File: config.mk
export PLATFORM = sky130hd
export DESIGN_NAME = rcg_gate
export DESIGN_NICKNAME = d
export VERILOG_FILES = /design/src/hw/rcg_pkg.sv /design/src/hw/rcg_gate.sv
export VERILOG_INCLUDE_DIRS = /design/src /design/src/hw
export SDC_FILE = /design/constraint.sdc
export NUM_CORES = 1
export LEC_CHECK = 0
export ABC_AREA = 0
export BUFFER_PORTS_ARGS = -buffer_cell sky130_fd_sc_hd__buf_2
export CAP_MARGIN = 5
export CORE_MARGIN = 5
export CORE_UTILIZATION = 45
export DETAILED_ROUTE_END_ITERATION = 8
export GPL_TIMING_DRIVEN = 1
export PLACE_DENSITY = 0.7
export SYNTH_ARGS = -nofsm -noshare
export SYNTH_HDL_FRONTEND = slang
export SYNTH_SLANG_ARGS = --single-unit
File: constraint.sdc
create_clock -name clk_i -period 4.4 [get_ports clk_i]
set_input_delay 0.44 -clock clk_i [delete_from_list [all_inputs] [get_ports clk_i]]
set_output_delay 0.44 -clock clk_i [all_outputs]
set_load 0.01 [all_outputs]
File: src/hw/rcg_params.svh
// Constants for the remote input command gate
`ifndef RCG_PARAMS_SVH
`define RCG_PARAMS_SVH

// Pins 0 to 7 carry the remote functions
`define RCG_NPIN       8
`define RCG_IDXW       3
`define RCG_NFUNC      11
`define RCG_NSTAT      6
`define RCG_FNUMW      3

// Initial input map, three bits per function, start in the low field
`define RCG_IN_MAP_INIT  33'h0_00fa_c688
`define RCG_IN_ASGN_INIT 11'h0ff
// Initial output map: ready 0, running 1, paused 2, error 3, estop 4, guard 5
`define RCG_OUT_MAP_INIT 18'h2c688

`endif

File: src/hw/rcg_pkg.sv
// Types for the remote input command gate
package rcg_pkg;

  // Remote input functions, order fixes the field in the input map
  typedef enum logic [3:0] {
    FN_START,
    FN_SEL1,
    FN_SEL2,
    FN_SEL4,
    FN_STOP,
    FN_PAUSE,
    FN_CONT,
    FN_RESET,
    FN_MON,
    FN_MOFF,
    FN_HOME
  } rcg_func_t;

  // Status outputs, order fixes the field in the output map
  typedef enum logic [2:0] {
    ST_READY,
    ST_RUNNING,
    ST_PAUSED,
    ST_ERROR,
    ST_ESTOP,
    ST_GUARD
  } rcg_stat_t;

  typedef logic [2:0] rcg_fnum_t;

endpackage : rcg_pkg

File: src/hw/rcg_gate.sv
// Remote input command gate: pin sync, edge detect, acceptance and status map
//
// Notes on behaviour
// - Functions map onto pins 0-7, remappable.
// - Remote honoured only with virtual I/O enabled.
// - Remote-enabled output high when remote accepted.
// - Commands fire on asserting edge if accepted.
// - Pending error blocks all but reset.
// - Start needs ready, no error/estop/guard/pause/stop.
// - Stop halts everything, remote mode only.
// - Pause accepted only while running.
// - Continue needs paused, pause and stop low.
// - Reset clears error, needs ready.
// - Motor on needs ready, no estop/guard/off.
// - Motor off accepted only while ready.
// - Home needs ready, motors, no fault, pause/stop.
// - Select bits weigh 1, 2, 4.
// - Remote-enabled output gates every command.
// - Error output holds until accepted reset.
`timescale 1ns/1ns
`include "rcg_params.svh"

module rcg_gate #(
  parameter int NPIN  = `RCG_NPIN,
  parameter int IDXW  = `RCG_IDXW,
  parameter int NFUNC = `RCG_NFUNC,
  parameter int NSTAT = `RCG_NSTAT
) (
  input  wire logic                    clk_i,
  input  wire logic                    rst_n_i,
  input  wire logic [NPIN-1:0]         pin_i,
  input  wire logic                    virtual_io_en_i,
  input  wire logic                    remote_assigned_i,
  input  wire logic                    remote_source_i,
  input  wire logic [NFUNC*IDXW-1:0]   in_map_i,
  input  wire logic [NFUNC-1:0]        in_assigned_i,
  input  wire logic [NSTAT*IDXW-1:0]   out_map_i,
  input  wire logic                    ready_i,
  input  wire logic                    running_i,
  input  wire logic                    paused_i,
  input  wire logic                    emergency_stop_active_i,
  input  wire logic                    guard_open_active_i,
  input  wire logic                    motors_energised_i,
  input  wire logic                    error_event_i,
  output logic      [NPIN-1:0]         pin_o,
  output logic                         remote_enabled_out_o,
  output logic                         error_o,
  output logic                         start_o,
  output rcg_pkg::rcg_fnum_t           func_num_o,
  output logic                         stop_o,
  output logic                         pause_o,
  output logic                         continue_o,
  output logic                         reset_o,
  output logic                         motor_power_on_cmd_o,
  output logic                         motor_power_off_cmd_o,
  output logic                         home_o
);
  import rcg_pkg::*;

  logic [1:0]       rst_pipe;
  logic             rst_n;
  logic [NPIN-1:0]  sync1;
  logic [NPIN-1:0]  sync2;
  logic [NPIN-1:0]  sync3;
  logic [NPIN-1:0]  lvl;
  logic [NFUNC-1:0] fl;
  logic [NFUNC-1:0] fl_prev;
  logic [NFUNC-1:0] rise;
  logic [NSTAT-1:0] stat;
  logic [NPIN-1:0]  next_pin;
  logic             err;
  logic             remote_en;
  logic             cmd_ok;
  logic             acc_start;
  logic             acc_stop;
  logic             acc_pause;
  logic             acc_cont;
  logic             acc_reset;
  logic             acc_mon;
  logic             acc_moff;
  logic             acc_home;
  logic             no_fault;

  // Field of a packed map
  function automatic logic [IDXW-1:0] map_field(input logic [NFUNC*IDXW-1:0] m,
                                                input int f);
    map_field = m[f*IDXW +: IDXW];
  endfunction : map_field

  // Pin index of a status in the packed output map
  function automatic logic [IDXW-1:0] stat_field(input logic [NSTAT*IDXW-1:0] m,
                                                 input int s);
    stat_field = m[s*IDXW +: IDXW];
  endfunction : stat_field

  // Reset release through two flops
  always_ff @(posedge clk_i or negedge rst_n_i) begin
    if (!rst_n_i) begin
      rst_pipe <= 2'h0;
    end else begin
      rst_pipe <= {rst_pipe[0], 1'b1};
    end
  end
  assign rst_n = rst_pipe[1];

  // Three flop synchroniser; a change counts once stages two and three agree
  always_ff @(posedge clk_i or negedge rst_n) begin
    if (!rst_n) begin
      sync1 <= '0;
      sync2 <= '0;
      sync3 <= '0;
    end else begin
      sync1 <= pin_i;
      sync2 <= sync1;
      sync3 <= sync2;
    end
  end

  always_ff @(posedge clk_i or negedge rst_n) begin
    if (!rst_n) begin
      lvl <= '0;
    end else begin
      for (int p = 0; p < NPIN; p++) begin
        if (sync2[p] == sync3[p]) begin
          lvl[p] <= sync3[p];
        end
      end
    end
  end

  // Pick each function from its configured pin; unassigned functions stay low
  always_comb begin
    for (int f = 0; f < NFUNC; f++) begin
      fl[f] = in_assigned_i[f] & lvl[map_field(in_map_i, f)];
    end
  end

  // Edge history per function, so a remap alone cannot fire twice
  always_ff @(posedge clk_i or negedge rst_n) begin
    if (!rst_n) begin
      fl_prev <= '0;
    end else begin
      fl_prev <= fl;
    end
  end
  assign rise = fl & ~fl_prev;

  // Remote mode is registered so acceptance sees exactly what the pin shows
  always_ff @(posedge clk_i or negedge rst_n) begin
    if (!rst_n) begin
      remote_enabled_out_o <= 1'b0;
    end else begin
      remote_enabled_out_o <= virtual_io_en_i & remote_assigned_i
                              & remote_source_i;
    end
  end
  assign remote_en = remote_enabled_out_o;

  // Acceptance, evaluated in the same cycle as the detected edge
  assign cmd_ok    = remote_en & ~err;
  assign no_fault  = ~emergency_stop_active_i & ~guard_open_active_i;
  assign acc_start = rise[FN_START] & cmd_ok & ready_i & no_fault
                     & ~fl[FN_PAUSE] & ~fl[FN_STOP];
  assign acc_stop  = rise[FN_STOP] & cmd_ok;
  assign acc_pause = rise[FN_PAUSE] & cmd_ok & running_i;
  assign acc_cont  = rise[FN_CONT] & cmd_ok & paused_i
                     & ~fl[FN_PAUSE] & ~fl[FN_STOP];
  assign acc_reset = rise[FN_RESET] & remote_en & ready_i;
  assign acc_mon   = rise[FN_MON] & cmd_ok & ready_i & no_fault
                     & ~fl[FN_MOFF];
  assign acc_moff  = rise[FN_MOFF] & cmd_ok & ready_i;
  assign acc_home  = rise[FN_HOME] & cmd_ok & ready_i & no_fault
                     & motors_energised_i & ~fl[FN_PAUSE] & ~fl[FN_STOP];

  // Error holds until an accepted reset; a new error in that cycle wins
  always_ff @(posedge clk_i or negedge rst_n) begin
    if (!rst_n) begin
      err <= 1'b0;
    end else begin
      err <= error_event_i | (err & ~acc_reset);
    end
  end
  assign error_o = err;

  // One cycle command pulses
  always_ff @(posedge clk_i or negedge rst_n) begin
    if (!rst_n) begin
      start_o               <= 1'b0;
      stop_o                <= 1'b0;
      pause_o               <= 1'b0;
      continue_o            <= 1'b0;
      reset_o               <= 1'b0;
      motor_power_on_cmd_o  <= 1'b0;
      motor_power_off_cmd_o <= 1'b0;
      home_o                <= 1'b0;
    end else begin
      start_o               <= acc_start;
      stop_o                <= acc_stop;
      pause_o               <= acc_pause;
      continue_o            <= acc_cont;
      reset_o               <= acc_reset;
      motor_power_on_cmd_o  <= acc_mon;
      motor_power_off_cmd_o <= acc_moff;
      home_o                <= acc_home;
    end
  end

  // Function number captured with start; it holds until the next start
  always_ff @(posedge clk_i or negedge rst_n) begin
    if (!rst_n) begin
      func_num_o <= '0;
    end else if (acc_start) begin
      func_num_o <= {fl[FN_SEL4], fl[FN_SEL2], fl[FN_SEL1]};
    end
  end

  // Status onto configured output pins; two statuses on one pin are ORed
  assign stat = {guard_open_active_i, emergency_stop_active_i, err,
                 paused_i, running_i, ready_i};

  always_comb begin
    next_pin = '0;
    for (int s = 0; s < NSTAT; s++) begin
      next_pin[stat_field(out_map_i, s)] = next_pin[stat_field(out_map_i, s)]
                                           | stat[s];
    end
  end

  always_ff @(posedge clk_i or negedge rst_n) begin
    if (!rst_n) begin
      pin_o <= '0;
    end else begin
      pin_o <= next_pin;
    end
  end
endmodule : rcg_gate

## After elaboration in Yosys (flattened, before gate mapping)

Memory sizes are Yosys's and may differ from the RTL's.
Cells that the tools add are included.
W data, S select, Z words.

| operators by class | value |
|---|---|
| $lt $le $gt $ge | 23 |
| equality and inequality tests | 8 |
| muxes and demuxes | 50 |
| bitwise logic cells | 59 |
| reductions and logical operators | 6 |

Operators with widths:

| operator | number |
|---|---|
| $lt A3 B4 Y1 const B | 17 |
| $bmux W1 S3 | 16 |
| $and A1 B1 Y1 | 42 |
| $bwmux W8 | 5 |
| $mux W1 | 23 |
| $demux W1 S3 | 6 |
| $ge A3 B1 Y1 const B | 6 |
| $and A11 B11 Y11 | 1 |
| $not A11 Y11 | 1 |
| $and A8 B8 Y8 | 1 |
| $eq A1 B1 Y1 | 8 |
| $not A1 Y1 | 7 |
| $or A1 B1 Y1 | 7 |
| $logic_and A1 B1 Y1 | 6 |

| storage, ports and cells | value |
|---|---|
| flip-flop bits (word level) | 66 |
| ROM bits | 8 |
| input port bits | 82 |
| logic and storage cells | 172 |
| memories | 1 |

Memories:

| name | depth | bits a word | rd ports | clocked after Yosys merged registers in | wr ports | line | text |
|---|---|---|---|---|---|---|---|
| (no name shown) | 8 | 1 | 1 | 0 | 0 | rcg_gate.sv:224 | `next_pin[stat_field(out_map_i, s)] = next_pin[stat_field(out_map_i, s)]` |

## Depth between registers and ports, before layout

| depth | value |
|---|---|
| word-level depth | 25 |
| mapped depth | 10 |

## Least setup slack after synthesis

Ideal clock, no wire load.

| timing | value |
|---|---|
| path type | input -> register |
| start point | input port out_map_i[0] |
| end point | register pin_o[0] |
| library setup time | 0.101 ns |
| arrival time | 2.489 ns |
| data required time | 4.299 ns |
| setup slack | 1.810 ns |
| stages | 10 |
| path buffers | 1 |
| cells stage by stage | buf_6 > nand2_4 > or4b_4 > o21ai_4 > o22ai_2 > o2111ai_4 > o22ai_4 > a32oi_4 > o31ai_4 > o311ai_2 |

| between the ends | value |
|---|---|
| cells in the longest elaborated chain, start to end | 25 |

RTL lines:

| what | line | text |
|---|---|---|
| from (decl) | rcg_gate.sv:37 | `input wire logic [NSTAT*IDXW-1:0] out_map_i,` |
| $lt A3 B4 Y1 (implied by the code) or $ge A3 B1 Y1 (tied branches) | rcg_gate.sv:224 |  |
| $logic_and A1 B1 Y1 (implied by the code) | rcg_gate.sv:224 |  |
| $mux W1 (implied by the code) | rcg_gate.sv:224 |  |
| $demux W1 S3 | rcg_gate.sv:224 |  |
| $and A8 B8 Y8 (no line) * | n/a |  |
| $bmux W1 S3 | rcg_gate.sv:224 |  |
| $mux W1 (implied by the code) | rcg_gate.sv:224 |  |
| $or A1 B1 Y1 | rcg_gate.sv:225 | `\| stat[s];` |
| [10 not listed] | n/a |  |
| $mux W1 (implied by the code) | rcg_gate.sv:224 |  |
| $or A1 B1 Y1 | rcg_gate.sv:225 |  |
| $bwmux W8 * | rcg_gate.sv:224 |  |
| $bmux W1 S3 | rcg_gate.sv:224 |  |
| $mux W1 (implied by the code) | rcg_gate.sv:224 |  |
| $or A1 B1 Y1 | rcg_gate.sv:225 |  |
| $bwmux W8 * | rcg_gate.sv:224 |  |
| net next_pin[0] | rcg_gate.sv:70 | `logic [NPIN-1:0] next_pin;` |
| to (signal assigned) | rcg_gate.sv:233 | `pin_o <= next_pin;` |
| to (decl) | rcg_gate.sv:45 | `output logic [NPIN-1:0] pin_o,` |

Mark *: on every way through the listed nets, which the timed path passes. The rest lies on a longest branch. The select of a mux whose other input is x is not followed.
A chain may end at the register's enable or synchronous reset.

## Worst setup path after layout

| timing | value |
|---|---|
| start point | input port ready_i |
| end point | register pin_o[2] |

| between the ends | value |
|---|---|
| cells in the longest elaborated chain, start to end | 22 |

RTL lines:

| what | line | text |
|---|---|---|
| from (decl) | rcg_gate.sv:38 | `input wire logic ready_i,` |
| $or A1 B1 Y1 * | rcg_gate.sv:225 |  |
| $and A8 B8 Y8 (no line) * | n/a |  |
| $bmux W1 S3 | rcg_gate.sv:224 |  |
| $mux W1 (implied by the code) | rcg_gate.sv:224 |  |
| $or A1 B1 Y1 | rcg_gate.sv:225 |  |
| $bwmux W8 * | rcg_gate.sv:224 |  |
| $bmux W1 S3 | rcg_gate.sv:224 |  |
| $mux W1 (implied by the code) | rcg_gate.sv:224 |  |
| [7 not listed] | n/a |  |
| $mux W1 (implied by the code) | rcg_gate.sv:224 |  |
| $or A1 B1 Y1 | rcg_gate.sv:225 |  |
| $bwmux W8 * | rcg_gate.sv:224 |  |
| $bmux W1 S3 | rcg_gate.sv:224 |  |
| $mux W1 (implied by the code) | rcg_gate.sv:224 |  |
| $or A1 B1 Y1 | rcg_gate.sv:225 |  |
| $bwmux W8 * | rcg_gate.sv:224 |  |
| net next_pin[2] | rcg_gate.sv:70 |  |

Marks and branches as above.

==> flow_metrics.env <==
export IMPL_min_path_type="reg -> async"
export IMPL_cts_buffer_depth=2
export IMPL_synth_seq_area_share_pct=39.75
export IMPL_synth_area_sq_um=3966
export IMPL_syn2layout_area_growth_pct=19.94
export IMPL_async_flop_share_pct=100.0
export IMPL_drive_gt1_share_pct=38.72
export IMPL_yosysWarnings=0
export IMPL_path_cells="buf_2 > nand2_4 > or4b_4 > o21ai_4 > o22ai_2 > o2111ai_4 > mux2i_1 > o21bai_2 > o31ai_4 > o31ai_1"
export IMPL_maxSlewViolCount=0
export IMPL_cts_inserted_buffers=9
export IMPL_fp_row_count=34
export IMPL_ys_ff_latch=63
export IMPL_p_per_area_nw_per_um2=317.2
export IMPL_path_clk_slew_ns=0.07
export IMPL_drc=0
export IMPL_synth_area_per_cell_sq_um=11.24
export IMPL_num_vias=3266
export IMPL_fin_nets=529
export IMPL_grt_max_degree=46
export IMPL_die_x_microns=103.9
export IMPL_cp_start_kind="input port"
export IMPL_relSlewSlack_pct=58.06
export IMPL_synth_cell_types=75
export IMPL_insertion_delay_ns=0.33
export IMPL_grt_antenna_before_repair=0
export IMPL_synth_edff_count=0
export IMPL_arrival_ns=2.94
export IMPL_power_leakage_nw=2.065
export IMPL_period_share_pct=61.72
export IMPL_vdd_drop_max_mv=0.2536
export IMPL_cp_end_kind="register"
export IMPL_die_area_sq_um=10790
export IMPL_syn_nets=435
export IMPL_tns_ns=0
export IMPL_wl_per_cell_microns=18.33
export IMPL_grt_pass1_wl_mm=16.87
export IMPL_postCtsSetupBuffers=0
export IMPL_critPathMaxStageDelay_ns=0.53
export IMPL_status="finished clean"
export IMPL_htreeDepth=3
export IMPL_utilization_pct=55.09
export IMPL_grt_setup_unrepaired="false"
export IMPL_fin_crit_ns=2.715
export IMPL_core_sq_um=8636
export IMPL_fin_cells=560
export IMPL_drt_vias_per_instance=5.832
export IMPL_drtIter0Drc=96
export IMPL_critical_path_required_ns=4.63
export IMPL_cts_root_buf="clkbuf_8"
export IMPL_max_freq_mhz=368.3
export IMPL_final_setup_skew_ns=0.008152
export IMPL_cts_tree="done"
export IMPL_final_cell_mix="102 x buf_2, 62 x dfrtp_1, 25 x nand2_1, 22 x mux4_2, 22 x nor2_1"
export IMPL_setup_viol=0
export IMPL_path_max_fanout=11
export IMPL_fp_dieH_microns=103.9
export IMPL_cap_violations=0
export IMPL_overflow=0
export IMPL_port_buffers=102
export IMPL_rr_worst_depth=7
export IMPL_routed_wl_mm=10.26
export IMPL_grt_usage_pct=19.20
export IMPL_start_util_pct=45.93
export IMPL_place_inst=543
export IMPL_clock_sinks=63
export IMPL_fillers=771
export IMPL_layout_commonest_cell="buf_2"
export IMPL_grt_pass1_vias=3386
export IMPL_ys_flop_type="dfrtp_1"
export IMPL_ant_nets=0
export IMPL_crit_slowest_cell="or4b_4"
export IMPL_crit_type="in -> reg"
export IMPL_io_pins=103
export IMPL_gp_congestion=0.8947
export IMPL_netlist_instances=353
export IMPL_hold_viol_final=0
export IMPL_hpwl_mm=7.821
export IMPL_diodes=0
export IMPL_dr_pass1_iters=5
export IMPL_worstMarginPinSlew_ns=0.6277
-- report_power, final --
| group | total [mW] | leakage (nW) | switching, mW | internal, mW |
|---|---|---|---|---|
| sequential | 0.656 | 0.773 | 0.0395 | 0.616 |
| clock | 0.569 | 0.112 | 0.221 | 0.349 |
| combinational | 0.284 | 1.18 | 0.140 | 0.144 |
| total | 1.51 | 2.06 | 0.401 | 1.11 |
-- sequential cells by signal, summed over array words and instances (netlist names) --
signal,flops
fl_prev,8
lvl,8
pin_o,8
sync1,8
sync2,8
sync3,8
func_num_o,3
rst_pipe,2
continue_o,1
error_o,1
home_o,1
motor_power_off_cmd_o,1
motor_power_on_cmd_o,1
pause_o,1
remote_enabled_out_o,1
reset_o,1
start_o,1
stop_o,1
-- through the flow --
| stage | area, sq um | hold slack, ns | worst slack [ns] | power [mW] |
|---|---|---|---|---|
| after floorplan | 3966 | 0.1444 | 1.810 | 0.8490 |
| after global placement | 4516 | 0.1959 | 1.392 | 0.9438 |
| after detailed placement | 4516 | 0.1995 | 1.356 | 0.9504 |
| after CTS | 4757 | 0.1912 | 1.712 | 1.524 |
| after global routing | 4757 | 0.1893 | 1.467 | 1.581 |
| final | 4757 | 0.1892 | 1.685 | 1.509 |
-- cells in the mapped netlist, types with 3 or more instances --
cell type,instances,share of area (%)
nor2b_1,15,2.4
nor3b_1,7,1.3
nand3_1,15,1.9
o31ai_1,7,1.3
inv_1,9,0.85
maj3_1,8,2.0
a211oi_1,4,0.76
o211ai_1,8,1.5
a21oi_1,3,0.38
nand2_1,25,2.4
nor2_1,22,2.1
clkbuf_1,10,0.95
mux2i_1,10,2.5
buf_4,3,0.57
dfrtp_1,63,40
nor3_1,8,1.0
a31oi_1,6,0.95
nand3b_1,7,1.3
buf_2,6,0.76
mux2_2,4,1.1
nand4b_1,3,0.66
nand2b_1,4,0.63
o21ai_0,17,2.1
or3_1,3,0.47
mux4_2,22,12
-- timing repair --
item / CTS / global route
endpoints found under the hold margin: 2 / 0
hold buffers: 1 / 0
resized for setup: 0 / 0
-- per-layer routing --
layer / wire (microns) / up-vias / share of wire, % / track usage [%]
li1: - / 1528 / - / -
met1: 4099 / 1599 / 40 / 23.70
met2: 5326 / 121 / 52 / 33.29
met3: 642 / 18 / 6.3 / 4.718
met4: 195 / 0 / 1.9 / 5.550
met5: 0 / - / 0 / 0
-- cell families (layout without fill, tap and decap cells) --
logic type | after synthesis | after routing | synth area share [%]
flops | 63 | 63 | 39.75
xor+xnor | 3 | 3 | 0.6626
simple gates | 135 | 135 | 20.41
buf+inv | 30 | 129 | 3.501
mux | 36 | 36 | 16.15
other cells | 1 | 1 | 0.09455
compound gates | 77 | 77 | 17.41
fa+ha+maj | 8 | 8 | 2.019
-- worst paths after layout --
| check | startpoint | slack, ns | endpoint |
|---|---|---|---|
| max | ready_i | 1.68 | pin_o[2] |
| min | rst_pipe[1] | 0.19 | func_num_o[1] |
| max reg2reg | lvl[7] | 2.14 | func_num_o[0] |
| min reg2reg | rst_pipe[1] | 0.19 | func_num_o[1] |
| max in group asynchronous | rst_pipe[1] | 3.32 | stop_o |
| min in group clk_i | pin_i[2] | 0.21 | sync1[2] |
-- worst max-delay path, delay by kind of cell --
kind                   cells  cell delay [ns]
AOI/OAI and AO/OA          6             1.46
buffers and inverters      1             0.23
muxes                      1             0.19
and+or+nand+nor            2             0.61
-- cell type report --
class | instances | area [sq um] | area share (%)
clock buffers | 11 | 151.4 | 3.183
multi-input cells | 260 | 2251 | 47.32
well taps | 108 | 135.1 | 2.841
flip-flops and latches | 63 | 1578 | 33.17
clock inverters | 5 | 80.08 | 1.683
repair buffers | 104 | 528.0 | 11.10
inverters | 9 | 33.78 | 0.7102
(Power assumes the default switching activity.)
